## src/common/e1lc_defines.svh

```systemverilog
`ifndef E1LC_DEFINES_SVH
`define E1LC_DEFINES_SVH
`define E1LC_CLK_KHZ        125000
`define E1LC_MCLK_KHZ       2048
`define E1LC_PLL_MULT       16
`define E1LC_OVS            16
`define E1LC_ADDR_RIR       8'h08
`define E1LC_ADDR_LINE_INTERFACE_CONTROL      8'h18
`define E1LC_ADDR_MASK      8'h1C
`define E1LC_LINE_INTERFACE_CONTROL_RST       8'h00
`define E1LC_MASK_RST       8'h00
`define E1LC_RIR_CL_EV      0
`define E1LC_RIR_JITTER_LIMIT_TRIP       5
`define E1LC_RIR_CL_LIVE    6
`define E1LC_CL_ZEROS       255
`define E1LC_JA_DEEP        128
`define E1LC_JA_SHALLOW     32
`define E1LC_JA_THR_DEEP    120
`define E1LC_JA_THR_SHALLOW 28
`define E1LC_DIV_NOM        16
`define E1LC_DIV_FAST       15
`define E1LC_DIV_SLOW       17
`define E1LC_RCLK_SHORT_HI  6
`endif

```

## src/common/e1lc_pkg.sv

```systemverilog
package e1lc_pkg;
   // control register layout, msb first
   typedef struct packed {
      logic [2:0] build_out_select;
      logic       eq_gain_limit;
      logic       jitter_path_select;  // 0 receive path, 1 transmit path
      logic       jitter_depth_select; // 0 deep, 1 shallow
      logic       jitter_bypass;
      logic       tx_power_down;
   } e1lc_line_interface_control_t;

   typedef enum logic [2:0] {
      E1LC_LBO_75_NORM  = 3'h0,
      E1LC_LBO_120_NORM = 3'h1,
      E1LC_LBO_75_PROT  = 3'h2,
      E1LC_LBO_120_PROT = 3'h3,
      E1LC_LBO_75_HRL15 = 3'h4,
      E1LC_LBO_75_HRL36 = 3'h6,
      E1LC_LBO_NONE     = 3'h7
   } e1lc_lbo_t;

   typedef enum logic [1:0] {
      E1LC_DIV16 = 2'h0,
      E1LC_DIV15 = 2'h1,
      E1LC_DIV17 = 2'h3
   } e1lc_div_t;

   typedef struct packed {
      logic data;
      logic en;
   } e1lc_bit_t;
endpackage

```

## src/hw/e1lc_top.sv

```systemverilog
// Our own choices: the Avalon-MM interface to the registers and the address map.
`timescale 1ns/100ps
`include "e1lc_defines.svh"
// What this block does
// the 2.048 MHz master rate is multiplied by sixteen to make the oversampling rate.
// receive clock and data are recovered by sampling the line sixteen times per bit.
// normally the recovered clock output follows the clock recovered from the line.
// with no marks on the line, carrier loss is flagged and, unless the attenuator is in the receive path, the master clock drives the output.
// with the attenuator in the receive path the recovered clock is near 50% duty.
// build-out codes 000 and 001 select 75 and 120 ohm normal waveforms.
// codes 010 and 011 select the 75 and 120 ohm waveforms for protection resistors.
// codes 100 and 110 select the 75 ohm high return loss waveforms.
// the attenuator depth is 32 or 128 bits by the depth select bit.
// the path select bit puts the attenuator in the receive or transmit path.
// the bypass bit removes the attenuator from its path.
// a smoothed clock made from the 32.768 MHz oversampling rate reads the attenuator fifo.
// the transmit clock input may be gapped or bursty when the attenuator is on that side.
// excess jitter is detected at 120 or 28 UIpp for the deep or shallow fifo.
// on excess jitter the read divider runs at 15 or 17 instead of 16.
// any departure from divide by 16 sets the limit trip flag at bit 5 of the info register.
// a bypassed path passes data straight through on its own clock.
module e1lc_top
   import e1lc_pkg::*;
#(
   parameter int JA_MAX = `E1LC_JA_DEEP
) (
   input  wire logic        clk,                 // 125 MHz
   input  wire logic        reset,               // sync, active high
   input  wire logic [7:0]  avs_address,         // byte address
   input  wire logic        avs_read,            // read request
   input  wire logic        avs_write,           // write request
   input  wire logic [31:0] avs_writedata,       // write data
   input  wire logic [3:0]  avs_byteenable,      // byte lanes
   output logic [31:0]      avs_readdata,        // read data
   output logic             avs_waitrequest,     // stall
   output logic             irq,                 // level interrupt
   input  wire logic        receive_line_pos,    // positive mark
   input  wire logic        receive_line_neg,    // negative mark
   input  wire logic        transmit_clock_in,   // tx bit clock
   input  wire logic        tx_data_in,          // tx nrz data
   output logic             recovered_clock_out, // receive clock
   output e1lc_bit_t        rx_out,              // receive data and strobe
   output e1lc_bit_t        tx_out,              // transmit data and strobe
   output logic             transmit_clock,      // line side tx clock
   output e1lc_lbo_t        tx_waveform,         // waveform to the dac
   output logic             tx_power_down,       // driver off
   output logic             carrier_loss         // loss level
);
   localparam int CLK_KHZ = `E1LC_CLK_KHZ;
   localparam int OVS_KHZ = `E1LC_MCLK_KHZ * `E1LC_PLL_MULT;
   localparam int AW      = $clog2(JA_MAX);

   // refused at elaboration: the fifo pointers and the nco assume these
   if (JA_MAX != `E1LC_JA_DEEP) begin : g_bad_depth
      $error("JA_MAX must be 128");
   end
   if (OVS_KHZ * 2 > CLK_KHZ) begin : g_bad_clock
      $error("clock too slow for oversampling");
   end

   e1lc_line_interface_control_t  line_interface_control_r;
   logic [7:0]  mask_r;
   logic [7:0]  rir_r;
   logic        waitreq_r;
   logic [31:0] rdata_r;
   logic        irq_r;

   // ---------------- pll stand-in: exact fractional rate
   logic [16:0] nco_r;
   logic        samp_en;
   logic [3:0]  mclk_ph_r;
   always_ff @(posedge clk) begin
      if (reset) begin
         nco_r <= 17'h00000;
      end else if (nco_r >= 17'(CLK_KHZ - OVS_KHZ)) begin
         nco_r <= nco_r + 17'(OVS_KHZ) - 17'(CLK_KHZ);
      end else begin
         nco_r <= nco_r + 17'(OVS_KHZ);
      end
   end
   assign samp_en = (nco_r >= 17'(CLK_KHZ - OVS_KHZ));

   always_ff @(posedge clk) begin
      if (reset) begin
         mclk_ph_r <= 4'h0;
      end else if (samp_en) begin
         mclk_ph_r <= mclk_ph_r + 4'h1;  // master rate is the oversample rate over 16
      end
   end

   // ---------------- oversampling recovery
   logic       mark_d_r;
   logic [3:0] bit_ph_r;
   logic       seen_r;
   logic [7:0] zeros_r;
   logic       cl_r;
   logic       rec_tick;
   logic       mark;
   assign mark     = receive_line_pos | receive_line_neg;
   assign rec_tick = samp_en && (bit_ph_r == 4'(`E1LC_OVS - 1));

   always_ff @(posedge clk) begin
      if (reset) begin
         mark_d_r <= 1'b0;
         bit_ph_r <= 4'h0;
         seen_r   <= 1'b0;
      end else if (samp_en) begin
         mark_d_r <= mark;
         // rising mark edge realigns the bit phase; every later tick follows from it
         if (mark && !mark_d_r) begin
            bit_ph_r <= 4'h0;
         end else begin
            bit_ph_r <= bit_ph_r + 4'h1;
         end
         if (rec_tick) begin
            seen_r <= mark;
         end else if (mark) begin
            seen_r <= 1'b1;
         end
      end
   end

   always_ff @(posedge clk) begin
      if (reset) begin
         zeros_r <= 8'h00;
         cl_r    <= 1'b1;
      end else if (rec_tick) begin
         if (seen_r) begin
            zeros_r <= 8'h00;
            cl_r    <= 1'b0;
         end else if (zeros_r == 8'(`E1LC_CL_ZEROS - 1)) begin
            cl_r    <= 1'b1;
         end else begin
            zeros_r <= zeros_r + 8'h01;
         end
      end
   end

   // receive source: line bits, or master timing with zero data on loss
   e1lc_bit_t rx_src;
   always_comb begin
      rx_src.en   = cl_r ? (samp_en && mclk_ph_r == 4'hF) : rec_tick;
      rx_src.data = cl_r ? 1'b0 : seen_r;
   end

   // ---------------- transmit source
   logic      transmit_clock_d_r;
   e1lc_bit_t tx_src;
   always_ff @(posedge clk) begin
      if (reset) begin
         transmit_clock_d_r <= 1'b0;
      end else begin
         transmit_clock_d_r <= transmit_clock_in;
      end
   end
   // any gap pattern is fine: writes are strobed only on real edges
   assign tx_src.en   = transmit_clock_in && !transmit_clock_d_r;
   assign tx_src.data = tx_data_in;

   // ---------------- jitter attenuator
   logic          ja_on;
   logic          ja_tx;
   logic [AW:0]   depth;
   logic [AW:0]   lo_lim;
   logic [AW:0]   hi_lim;
   e1lc_bit_t     ja_in;
   logic          mem [JA_MAX];
   logic [AW-1:0] wptr_r;
   logic [AW-1:0] rptr_r;
   logic [AW:0]   fill_r;
   logic          primed_r;
   logic          do_wr;
   logic          do_rd;
   logic          rd_tick;
   logic [4:0]    div_cnt_r;
   logic [4:0]    div_len;
   e1lc_div_t     div_r;
   e1lc_line_interface_control_t    line_interface_control_d_r;
   logic          flush;

   assign ja_on  = !line_interface_control_r.jitter_bypass;
   assign ja_tx  = line_interface_control_r.jitter_path_select;
   assign depth  = line_interface_control_r.jitter_depth_select ? (AW+1)'(`E1LC_JA_SHALLOW)
                                              : (AW+1)'(`E1LC_JA_DEEP);
   // trip points sit symmetric about the centre, spanning the jitter limit
   assign lo_lim = line_interface_control_r.jitter_depth_select
                   ? (AW+1)'((`E1LC_JA_SHALLOW - `E1LC_JA_THR_SHALLOW) / 2)
                   : (AW+1)'((`E1LC_JA_DEEP - `E1LC_JA_THR_DEEP) / 2);
   assign hi_lim = depth - lo_lim;
   assign ja_in  = ja_tx ? tx_src : rx_src;
   assign flush  = (line_interface_control_d_r.jitter_depth_select != line_interface_control_r.jitter_depth_select)
                   || (line_interface_control_d_r.jitter_path_select != line_interface_control_r.jitter_path_select) || !ja_on;
   assign do_wr  = ja_in.en && (fill_r < depth);
   assign do_rd  = rd_tick && primed_r && (fill_r != '0);
   assign rd_tick = samp_en && (div_cnt_r == div_len - 5'h01);

   always_ff @(posedge clk) begin
      if (reset) begin
         line_interface_control_d_r <= e1lc_line_interface_control_t'(`E1LC_LINE_INTERFACE_CONTROL_RST);
      end else begin
         line_interface_control_d_r <= line_interface_control_r;
      end
   end

   always_ff @(posedge clk) begin
      if (do_wr) begin
         mem[wptr_r] <= ja_in.data;
      end
   end

   always_ff @(posedge clk) begin
      if (reset || flush) begin
         wptr_r   <= '0;
         rptr_r   <= '0;
         fill_r   <= '0;
         primed_r <= 1'b0;
      end else begin
         if (do_wr) begin
            wptr_r <= (wptr_r == AW'(depth - 1)) ? '0 : wptr_r + 1'b1;
         end
         if (do_rd) begin
            rptr_r <= (rptr_r == AW'(depth - 1)) ? '0 : rptr_r + 1'b1;
         end
         fill_r <= fill_r + (AW+1)'(do_wr) - (AW+1)'(do_rd);
         // reading starts at half full so the fifo is centred
         if (fill_r >= (depth >> 1)) begin
            primed_r <= 1'b1;
         end
      end
   end

   always_comb begin
      unique case (div_r)
         E1LC_DIV15: div_len = 5'(`E1LC_DIV_FAST);
         E1LC_DIV17: div_len = 5'(`E1LC_DIV_SLOW);
         default:    div_len = 5'(`E1LC_DIV_NOM);
      endcase
   end

   // smoothed read clock from the 32.768 MHz rate
   always_ff @(posedge clk) begin
      if (reset) begin
         div_cnt_r <= 5'h00;
         div_r     <= E1LC_DIV16;
      end else if (samp_en) begin
         if (rd_tick) begin
            div_cnt_r <= 5'h00;
            if (primed_r && fill_r > hi_lim) begin
               div_r <= E1LC_DIV15;
            end else if (primed_r && fill_r < lo_lim) begin
               div_r <= E1LC_DIV17;
            end else begin
               div_r <= E1LC_DIV16;
            end
         end else begin
            div_cnt_r <= div_cnt_r + 5'h01;
         end
      end
   end

   // ---------------- path outputs
   logic rd_bit;
   assign rd_bit = mem[rptr_r];
   always_ff @(posedge clk) begin
      if (reset) begin
         rx_out         <= '0;
         tx_out         <= '0;
         transmit_clock <= 1'b0;
      end else begin
         if (ja_on && !ja_tx) begin
            rx_out <= '{data: rd_bit, en: do_rd};
         end else begin
            rx_out <= rx_src;
         end
         if (ja_on && ja_tx) begin
            tx_out         <= '{data: rd_bit, en: do_rd};
            transmit_clock <= div_cnt_r < (div_len >> 1);
         end else begin
            tx_out         <= tx_src;
            transmit_clock <= transmit_clock_in;
         end
      end
   end

   always_ff @(posedge clk) begin
      if (reset) begin
         recovered_clock_out <= 1'b0;
         carrier_loss        <= 1'b1;
      end else begin
         carrier_loss <= cl_r;
         if (ja_on && !ja_tx) begin
            recovered_clock_out <= div_cnt_r < (div_len >> 1);
         end else if (cl_r) begin
            recovered_clock_out <= mclk_ph_r < 4'h8;
         end else begin
            // short high phase of the raw oversampled clock
            recovered_clock_out <= bit_ph_r < 4'(`E1LC_RCLK_SHORT_HI);
         end
      end
   end

   always_ff @(posedge clk) begin
      if (reset) begin
         tx_waveform   <= E1LC_LBO_75_NORM;
         tx_power_down <= 1'b0;
      end else begin
         tx_power_down <= line_interface_control_r.tx_power_down;
         unique case (line_interface_control_r.build_out_select)
            3'h0:    tx_waveform <= E1LC_LBO_75_NORM;
            3'h1:    tx_waveform <= E1LC_LBO_120_NORM;
            3'h2:    tx_waveform <= E1LC_LBO_75_PROT;
            3'h3:    tx_waveform <= E1LC_LBO_120_PROT;
            3'h4:    tx_waveform <= E1LC_LBO_75_HRL15;
            3'h6:    tx_waveform <= E1LC_LBO_75_HRL36;
            default: tx_waveform <= E1LC_LBO_NONE;
         endcase
      end
   end

   // ---------------- avalon slave, one wait state
   logic wr_go;
   logic cl_ev;
   logic jitter_limit_trip_ev;
   logic cl_d_r;
   assign wr_go   = avs_write && !waitreq_r && avs_byteenable[0];
   assign jitter_limit_trip_ev = rd_tick && (div_r != E1LC_DIV16);
   assign cl_ev   = cl_r && !cl_d_r;

   always_ff @(posedge clk) begin
      if (reset) begin
         waitreq_r <= 1'b1;
         rdata_r   <= 32'h00000000;
      end else begin
         waitreq_r <= !((avs_read || avs_write) && waitreq_r);
         if (avs_read && waitreq_r) begin
            unique case (avs_address)
               `E1LC_ADDR_LINE_INTERFACE_CONTROL: rdata_r <= {24'h000000, line_interface_control_r};
               `E1LC_ADDR_RIR:  rdata_r <= {24'h000000, rir_r};
               `E1LC_ADDR_MASK: rdata_r <= {24'h000000, mask_r};
               default:         rdata_r <= 32'h00000000;
            endcase
         end
      end
   end
   assign avs_waitrequest = waitreq_r;
   assign avs_readdata    = rdata_r;

   always_ff @(posedge clk) begin
      if (reset) begin
         line_interface_control_r <= e1lc_line_interface_control_t'(`E1LC_LINE_INTERFACE_CONTROL_RST);
         mask_r <= `E1LC_MASK_RST;
      end else if (wr_go && avs_address == `E1LC_ADDR_LINE_INTERFACE_CONTROL) begin
         line_interface_control_r <= e1lc_line_interface_control_t'(avs_writedata[7:0]);
      end else if (wr_go && avs_address == `E1LC_ADDR_MASK) begin
         mask_r <= avs_writedata[7:0];
      end
   end

   // status: hardware set wins over a write-one clear in the same cycle
   always_ff @(posedge clk) begin
      if (reset) begin
         rir_r  <= 8'h00;
         cl_d_r <= 1'b1;
         irq_r  <= 1'b0;
      end else begin
         cl_d_r <= cl_r;
         if (wr_go && avs_address == `E1LC_ADDR_RIR) begin
            rir_r[`E1LC_RIR_CL_EV] <= rir_r[`E1LC_RIR_CL_EV] & ~avs_writedata[`E1LC_RIR_CL_EV];
            rir_r[`E1LC_RIR_JITTER_LIMIT_TRIP]  <= rir_r[`E1LC_RIR_JITTER_LIMIT_TRIP] & ~avs_writedata[`E1LC_RIR_JITTER_LIMIT_TRIP];
         end
         if (cl_ev) begin
            rir_r[`E1LC_RIR_CL_EV] <= 1'b1;
         end
         if (jitter_limit_trip_ev) begin
            rir_r[`E1LC_RIR_JITTER_LIMIT_TRIP] <= 1'b1;
         end
         rir_r[`E1LC_RIR_CL_LIVE] <= cl_r;
         irq_r <= |(rir_r & mask_r & 8'h21);
      end
   end
   assign irq = irq_r;

   // ---------------- checks
   property p_ovs_rate;
      @(posedge clk) disable iff (reset) samp_en |=> !samp_en ##1 !samp_en;
   endproperty
   a_ovs_rate: assert property (p_ovs_rate) else $error("oversample enable too fast");

   property p_bit_len;
      @(posedge clk) disable iff (reset)
         (samp_en && bit_ph_r == 4'h0 && !(mark && !mark_d_r)) |=> (bit_ph_r == 4'h1);
   endproperty
   a_bit_len: assert property (p_bit_len) else $error("bit phase did not advance");

   property p_loss_clock;
      @(posedge clk) disable iff (reset)
         (cl_r && !(ja_on && !ja_tx)) |=> recovered_clock_out == ($past(mclk_ph_r) < 4'h8);
   endproperty
   a_loss_clock: assert property (p_loss_clock) else $error("loss clock not master");

   property p_lbo_hrl;
      @(posedge clk) disable iff (reset)
         line_interface_control_r.build_out_select == 3'h6 |=> tx_waveform == E1LC_LBO_75_HRL36;
   endproperty
   a_lbo_hrl: assert property (p_lbo_hrl) else $error("wrong build-out");

   property p_no_overflow;
      // a depth change leaves the old fill for the one flush cycle
      @(posedge clk) disable iff (reset) !flush |-> fill_r <= depth;
   endproperty
   a_no_overflow: assert property (p_no_overflow) else $error("fifo past depth");

   property p_bypass_rx;
      @(posedge clk) disable iff (reset)
         (!ja_on || ja_tx) |=> rx_out == $past(rx_src);
   endproperty
   a_bypass_rx: assert property (p_bypass_rx) else $error("bypass not direct");

   property p_jitter_limit_trip;
      @(posedge clk) disable iff (reset) jitter_limit_trip_ev |=> rir_r[`E1LC_RIR_JITTER_LIMIT_TRIP];
   endproperty
   a_jitter_limit_trip: assert property (p_jitter_limit_trip) else $error("limit trip not flagged");

   property p_div_fast;
      @(posedge clk) disable iff (reset)
         (samp_en && rd_tick && primed_r && fill_r > hi_lim && !flush) |=> div_r == E1LC_DIV15;
   endproperty
   a_div_fast: assert property (p_div_fast) else $error("divider not shortened");

   property p_wait;
      @(posedge clk) disable iff (reset)
         ((avs_read || avs_write) && waitreq_r) |=> !avs_waitrequest;
   endproperty
   a_wait: assert property (p_wait) else $error("no bus answer");

   c_loss:   cover property (@(posedge clk) disable iff (reset) cl_ev);
   c_jitter_limit_trip:   cover property (@(posedge clk) disable iff (reset) jitter_limit_trip_ev);
   c_tx_ja:  cover property (@(posedge clk) disable iff (reset) ja_on && ja_tx && do_rd);
   c_irq:    cover property (@(posedge clk) disable iff (reset) irq_r);
endmodule

```

## config.mk

```make
export PLATFORM = sky130hd
export DESIGN_NAME = e1lc_top
export DESIGN_NICKNAME = d
export VERILOG_FILES = /design/src/common/e1lc_pkg.sv /design/src/hw/e1lc_top.sv
export VERILOG_INCLUDE_DIRS = /design/src /design/src/common
export SDC_FILE = /design/constraint.sdc
export NUM_CORES = 1
export LEC_CHECK = 0
export ABC_AREA = 1
export BUFFER_PORTS_ARGS = -buffer_cell sky130_fd_sc_hd__buf_2
export CELL_PAD_IN_SITES_DETAIL_PLACEMENT = 0
export CELL_PAD_IN_SITES_GLOBAL_PLACEMENT = 2
export CORE_ASPECT_RATIO = 0.9
export CORE_MARGIN = 1
export CORE_UTILIZATION = 37
export DETAILED_ROUTE_END_ITERATION = 8
export PLACE_DENSITY_LB_ADDON = 0.1
export SLEW_MARGIN = 15
export SYNTH_ARGS = -nofsm -noshare
export SYNTH_HDL_FRONTEND = slang
export SYNTH_SLANG_ARGS = --single-unit
```

## constraint.sdc

```tcl
create_clock -name clk -period 4.32 [get_ports clk]
set_input_delay 1.296 -clock clk [delete_from_list [all_inputs] [get_ports clk]]
set_output_delay 1.296 -clock clk [all_outputs]
set_load 0.02 [all_outputs]
```

==> results_tabular.tex <==
\begin{tabular}{lr}
\hline
Metric & Value \\
\hline
\multicolumn{2}{l}{\textbf{Synth}} \\
\quad Share of flip-flops with an asynchronous set or reset & 0 \\
\quad Synthesized instance count & 1345 \\
\quad Post-Syn Area per Cell & 8.58 um2 \\
\quad Synth top area cells & sky130\_fd\_sc\_hd\_\_edfxtp\_1 (33\%), sky130\_fd\_sc\_hd\_\_dfxtp\_1 (20\%), sky130\_fd\_sc\_hd\_\_nand2\_1 (8.9\%) \\
\quad Dominant synthesized flop cell & sky130\_fd\_sc\_hd\_\_edfxtp\_1 \\
\quad Post-synthesis sequential area ratio & 0.529 \\
\quad Synthesized cell area & 0.0115 mm2 \\
\quad Number of enable-type register cells in the synthesized netlist & 128 \\
\quad Largest area contributor in the netlist & sky130\_fd\_sc\_hd\_\_edfxtp\_1 \\
\quad Yosys Warn Count & 0 \\
\quad Yosys cell types & 49 \\
\quad Post-synth top area share & 0.333 \\
\quad Flops \& latches, synth & 241 \\
\multicolumn{2}{l}{\textbf{Route}} \\
\quad First-iteration detailed-routing DRC count & 469 \\
\quad Final routed DRC violation total & 0 \\
\quad Post-detailed-routing wire length & 29000 um \\
\quad Avg WL per Cell & 16.1 um \\
\quad Total via count in the routed design & 8791 \\
\quad Initial DRT Pass Iterations & 5 \\
\quad Vias per cell & 4.87 \\
\quad Routed Antenna Nets & 0 \\
\multicolumn{2}{l}{\textbf{Global routing}} \\
\quad Global-route usage over all layers & 0.185 \\
\quad Initial antenna violation count & 0 \\
\quad Wire length of the first global-routing pass & 46200 um \\
\quad Number of global-route vias before repair & 8351 \\
\quad Residual overflow from global routing & 0 \\
\quad Maximum number of pins on one net before global-route repair & 129 \\
\multicolumn{2}{l}{\textbf{Clock tree}} \\
\quad Clock tree root buffer cell & sky130\_fd\_sc\_hd\_\_clkbuf\_16 \\
\quad H-Tree Level Count & 1 \\
\quad CTS resizes & 0 \\
\quad Clock buffers created by TritonCTS & 28 \\
\quad Maximum clock insertion buffer count & 3 \\
\quad Clock latency at the later pin of the worst-skew pair & 0.54 ns \\
\quad Clock-pin slew reported for the worst setup and hold paths after clock tree synthesis & 0.06 ns \\
\quad CTS tree & built \\
\quad Hold bufs inserted after CTS & 0 \\
\quad Buffers inserted during post-CTS setup optimization & 0 \\
\quad Num Clock Sinks & 241 \\
\multicolumn{2}{l}{\textbf{Finish}} \\
\quad Final core utilization & 0.429 \\
\quad Highest-count cells in the layout ignoring fill and taps & sky130\_fd\_sc\_hd\_\_nand2\_1 (274), sky130\_fd\_sc\_hd\_\_nor2\_1 (227), sky130\_fd\_sc\_hd\_\_nand3\_1 (147) \\
\quad Non-filler cells in the finished layout & 1806 \\
\quad Number of antenna repair diodes & 0 \\
\quad Layout area overhead & 12.5\% \\
\quad Fraction of layout cells with a size suffix above 1 & 0.0948 \\
\quad Register cell area after layout & 0.00611 mm2 \\
\quad Leading cell type in the layout, fill and taps excluded & sky130\_fd\_sc\_hd\_\_nand2\_1 \\
\quad Footprint of the multi-input gates & 0.00471 mm2 \\
\quad Fill cell total of the finished layout & 3143 \\
\quad Nets & 1469 \\
\multicolumn{2}{l}{\textbf{Timing}} \\
\quad Final Critical Period & 3.56 ns \\
\quad F\_max & 281 MHz \\
\quad Fin crit share & 0.824 \\
\quad Worst slew margin & 0.225 \\
\quad Total negative setup slack & 0 ns \\
\quad Max Transition Viols Final & 0 \\
\quad Worst clock skew on the final layout & 0.0166 ns \\
\quad Least-Margin Pin Slew & 1.16 ns \\
\quad Worst hold-check slack & 0.454 ns \\
\quad Setup repair after global routing missed its margin & no \\
\quad Total of endpoints with negative setup slack in the final report & 0 \\
\quad Final Hold Viols & 0 \\
\multicolumn{2}{l}{\textbf{Min path}} \\
\quad Worst hold-check path type & register to register \\
\quad Hold Path Origin & avs\_waitrequest \\
\multicolumn{2}{l}{\textbf{Setup path}} \\
\quad Flop2flop setup slack & 0.76 ns \\
\quad Startpoint type of the worst setup path & register \\
\quad Endpoint type of the worst setup path & register \\
\quad Startpoint of the most critical setup path & nco\_r[3] \\
\quad Critical path required time & 4.74 ns \\
\quad Top fanout value on the critical path & 9 \\
\quad Start of the worst register-to-register path & nco\_r[3] \\
\quad Critical path class & register to register \\
\quad Worst EP arrival & 3.98 ns \\
\multicolumn{2}{l}{\textbf{Power}} \\
\quad VDD IR max & 285 uV \\
\quad Leak pwr & 4.97 nW \\
\quad Power density over the cells & 386 mW/mm2 \\
\multicolumn{2}{l}{\textbf{Placed design}} \\
\quad Count of buffers from port buffering & 45 \\
\quad Total placed cells including tap cells & 1754 \\
\quad HPWL reported at the end of detailed placement & 18100 um \\
\quad Routability-driven placement congestion ratio & 0.760 \\
\multicolumn{2}{l}{\textbf{Die}} \\
\quad Vertical die dimension & 170 um \\
\quad I/O pin count & 97 \\
\quad Floorplan die width & 188 um \\
\quad Die footprint & 0.0319 mm2 \\
\quad Starting density of the core & 0.381 \\
\quad Number of rows created at floorplan & 60 \\
\quad Placeable Area & 0.0303 mm2 \\
\multicolumn{2}{l}{\textbf{Run status}} \\
\quad Status & completed \\
\multicolumn{2}{l}{\textbf{Run}} \\
\quad Maximum capacitance violations & 0 \\
\hline
\end{tabular}
-- final timing paths --
check	end	depth (start not counted)
max	fill_r[6]	23
min	avs_waitrequest	1
max reg2reg	fill_r[6]	23
min reg2reg	avs_waitrequest	1
-- state kept, by name (all words and copies together), names as in the netlist, 8 cells and up, named ones only --
register and cells:
avs_readdata 8, fill_r 8, mask_r 8, mem 128
nco_r 14, zeros_r 8
-- worst max-delay path, cell delays in order (launching register included) --
cell and delay, ns:
sky130_fd_sc_hd__dfxtp_1 0.33, sky130_fd_sc_hd__inv_1 0.08, sky130_fd_sc_hd__ha_1 0.19, sky130_fd_sc_hd__inv_1 0.05, sky130_fd_sc_hd__o21ai_1 0.20, sky130_fd_sc_hd__nand2_1 0.14, sky130_fd_sc_hd__a21oi_1 0.19, sky130_fd_sc_hd__nand2_2 0.18
sky130_fd_sc_hd__nand3_1 0.23, sky130_fd_sc_hd__nor2_2 0.12, sky130_fd_sc_hd__ha_1 0.29, sky130_fd_sc_hd__inv_1 0.04, sky130_fd_sc_hd__ha_1 0.20, sky130_fd_sc_hd__fa_1 0.40, sky130_fd_sc_hd__nand2_1 0.07, sky130_fd_sc_hd__inv_1 0.05
sky130_fd_sc_hd__nor2_1 0.08, sky130_fd_sc_hd__nor2_1 0.06, sky130_fd_sc_hd__nor2_1 0.09, sky130_fd_sc_hd__nor2_1 0.06, sky130_fd_sc_hd__nor2_1 0.10, sky130_fd_sc_hd__o21bai_1 0.08, sky130_fd_sc_hd__o21ai_0 0.15, sky130_fd_sc_hd__a21oi_1 0.06
-- layer usage --
layer	vias up	part of all wire	GRT usage
met3	35	0.030	0.0242
met1	4124	0.52	0.270
li1	4509	-	-
met5	-	0	0
met4	0	0.018	0.0378
met2	123	0.44	0.291
-- cell type report --
type | instances | area share
Clock buffer | 35 | 0.0576
Inverter | 101 | 0.0302
Multi-Input combinational cell | 953 | 0.363
Timing Repair Buffer | 56 | 0.0237
Clock inverter | 17 | 0.0159
Tap cell | 403 | 0.0388
Sequential cell | 241 | 0.471
-- power by group --
group	switching, mW	leakage [nW]	total (mW)	internal (mW)
combinational	0.0922	2.33	0.130	0.0376
sequential	0.0133	2.18	2.42	2.40
clock	0.943	0.467	2.46	1.52
-- synthesized netlist by cell type (2+ instances only) --
library cell and number:
sky130_fd_sc_hd__o221ai_1 3, sky130_fd_sc_hd__nand3_4 3, sky130_fd_sc_hd__nand4_1 13, sky130_fd_sc_hd__nand2_2 2, sky130_fd_sc_hd__xor2_1 12, sky130_fd_sc_hd__buf_1 9, sky130_fd_sc_hd__a211oi_1 7, sky130_fd_sc_hd__o22ai_1 6
sky130_fd_sc_hd__buf_4 24, sky130_fd_sc_hd__nor3_1 24, sky130_fd_sc_hd__clkbuf_1 27, sky130_fd_sc_hd__o21ai_0 54, sky130_fd_sc_hd__a31oi_1 4, sky130_fd_sc_hd__or2_2 4, sky130_fd_sc_hd__nand3_1 147, sky130_fd_sc_hd__and3_1 2
sky130_fd_sc_hd__dfxtp_1 113, sky130_fd_sc_hd__nor2_4 2, sky130_fd_sc_hd__xnor2_1 6, sky130_fd_sc_hd__nor4_1 3, sky130_fd_sc_hd__inv_2 4, sky130_fd_sc_hd__buf_2 4, sky130_fd_sc_hd__ha_1 35, sky130_fd_sc_hd__nor2_1 227
sky130_fd_sc_hd__nand2_1 275, sky130_fd_sc_hd__a21oi_1 72, sky130_fd_sc_hd__nor2_2 7, sky130_fd_sc_hd__edfxtp_1 128, sky130_fd_sc_hd__buf_6 9, sky130_fd_sc_hd__nand2_4 6, sky130_fd_sc_hd__inv_1 95
-- metrics by stage --
stage | total power [mW] | setup slack [ns] | instance area (um2)
detailed placement | 2.60 | 0.356 | 12000
CTS | 5.07 | 0.761 | 13000
global route | 5.17 | 0.439 | 13000
floorplan | 2.57 | 0.680 | 11600
global placement | 2.60 | 0.357 | 12000
finish | 5.01 | 0.761 | 13000
-- kinds of logic after synthesis --
family / Yosys count / share of synthesized area
xor+xnor: 18 / 0.0137
other cells: 1 / 0.000325
fa+ha+maj: 36 / 0.0397
buf+inv: 174 / 0.0718
compound gates: 155 / 0.0738
simple gates: 720 / 0.272
flops: 241 / 0.529
Note: power is estimated with default switching activity, not from simulation.
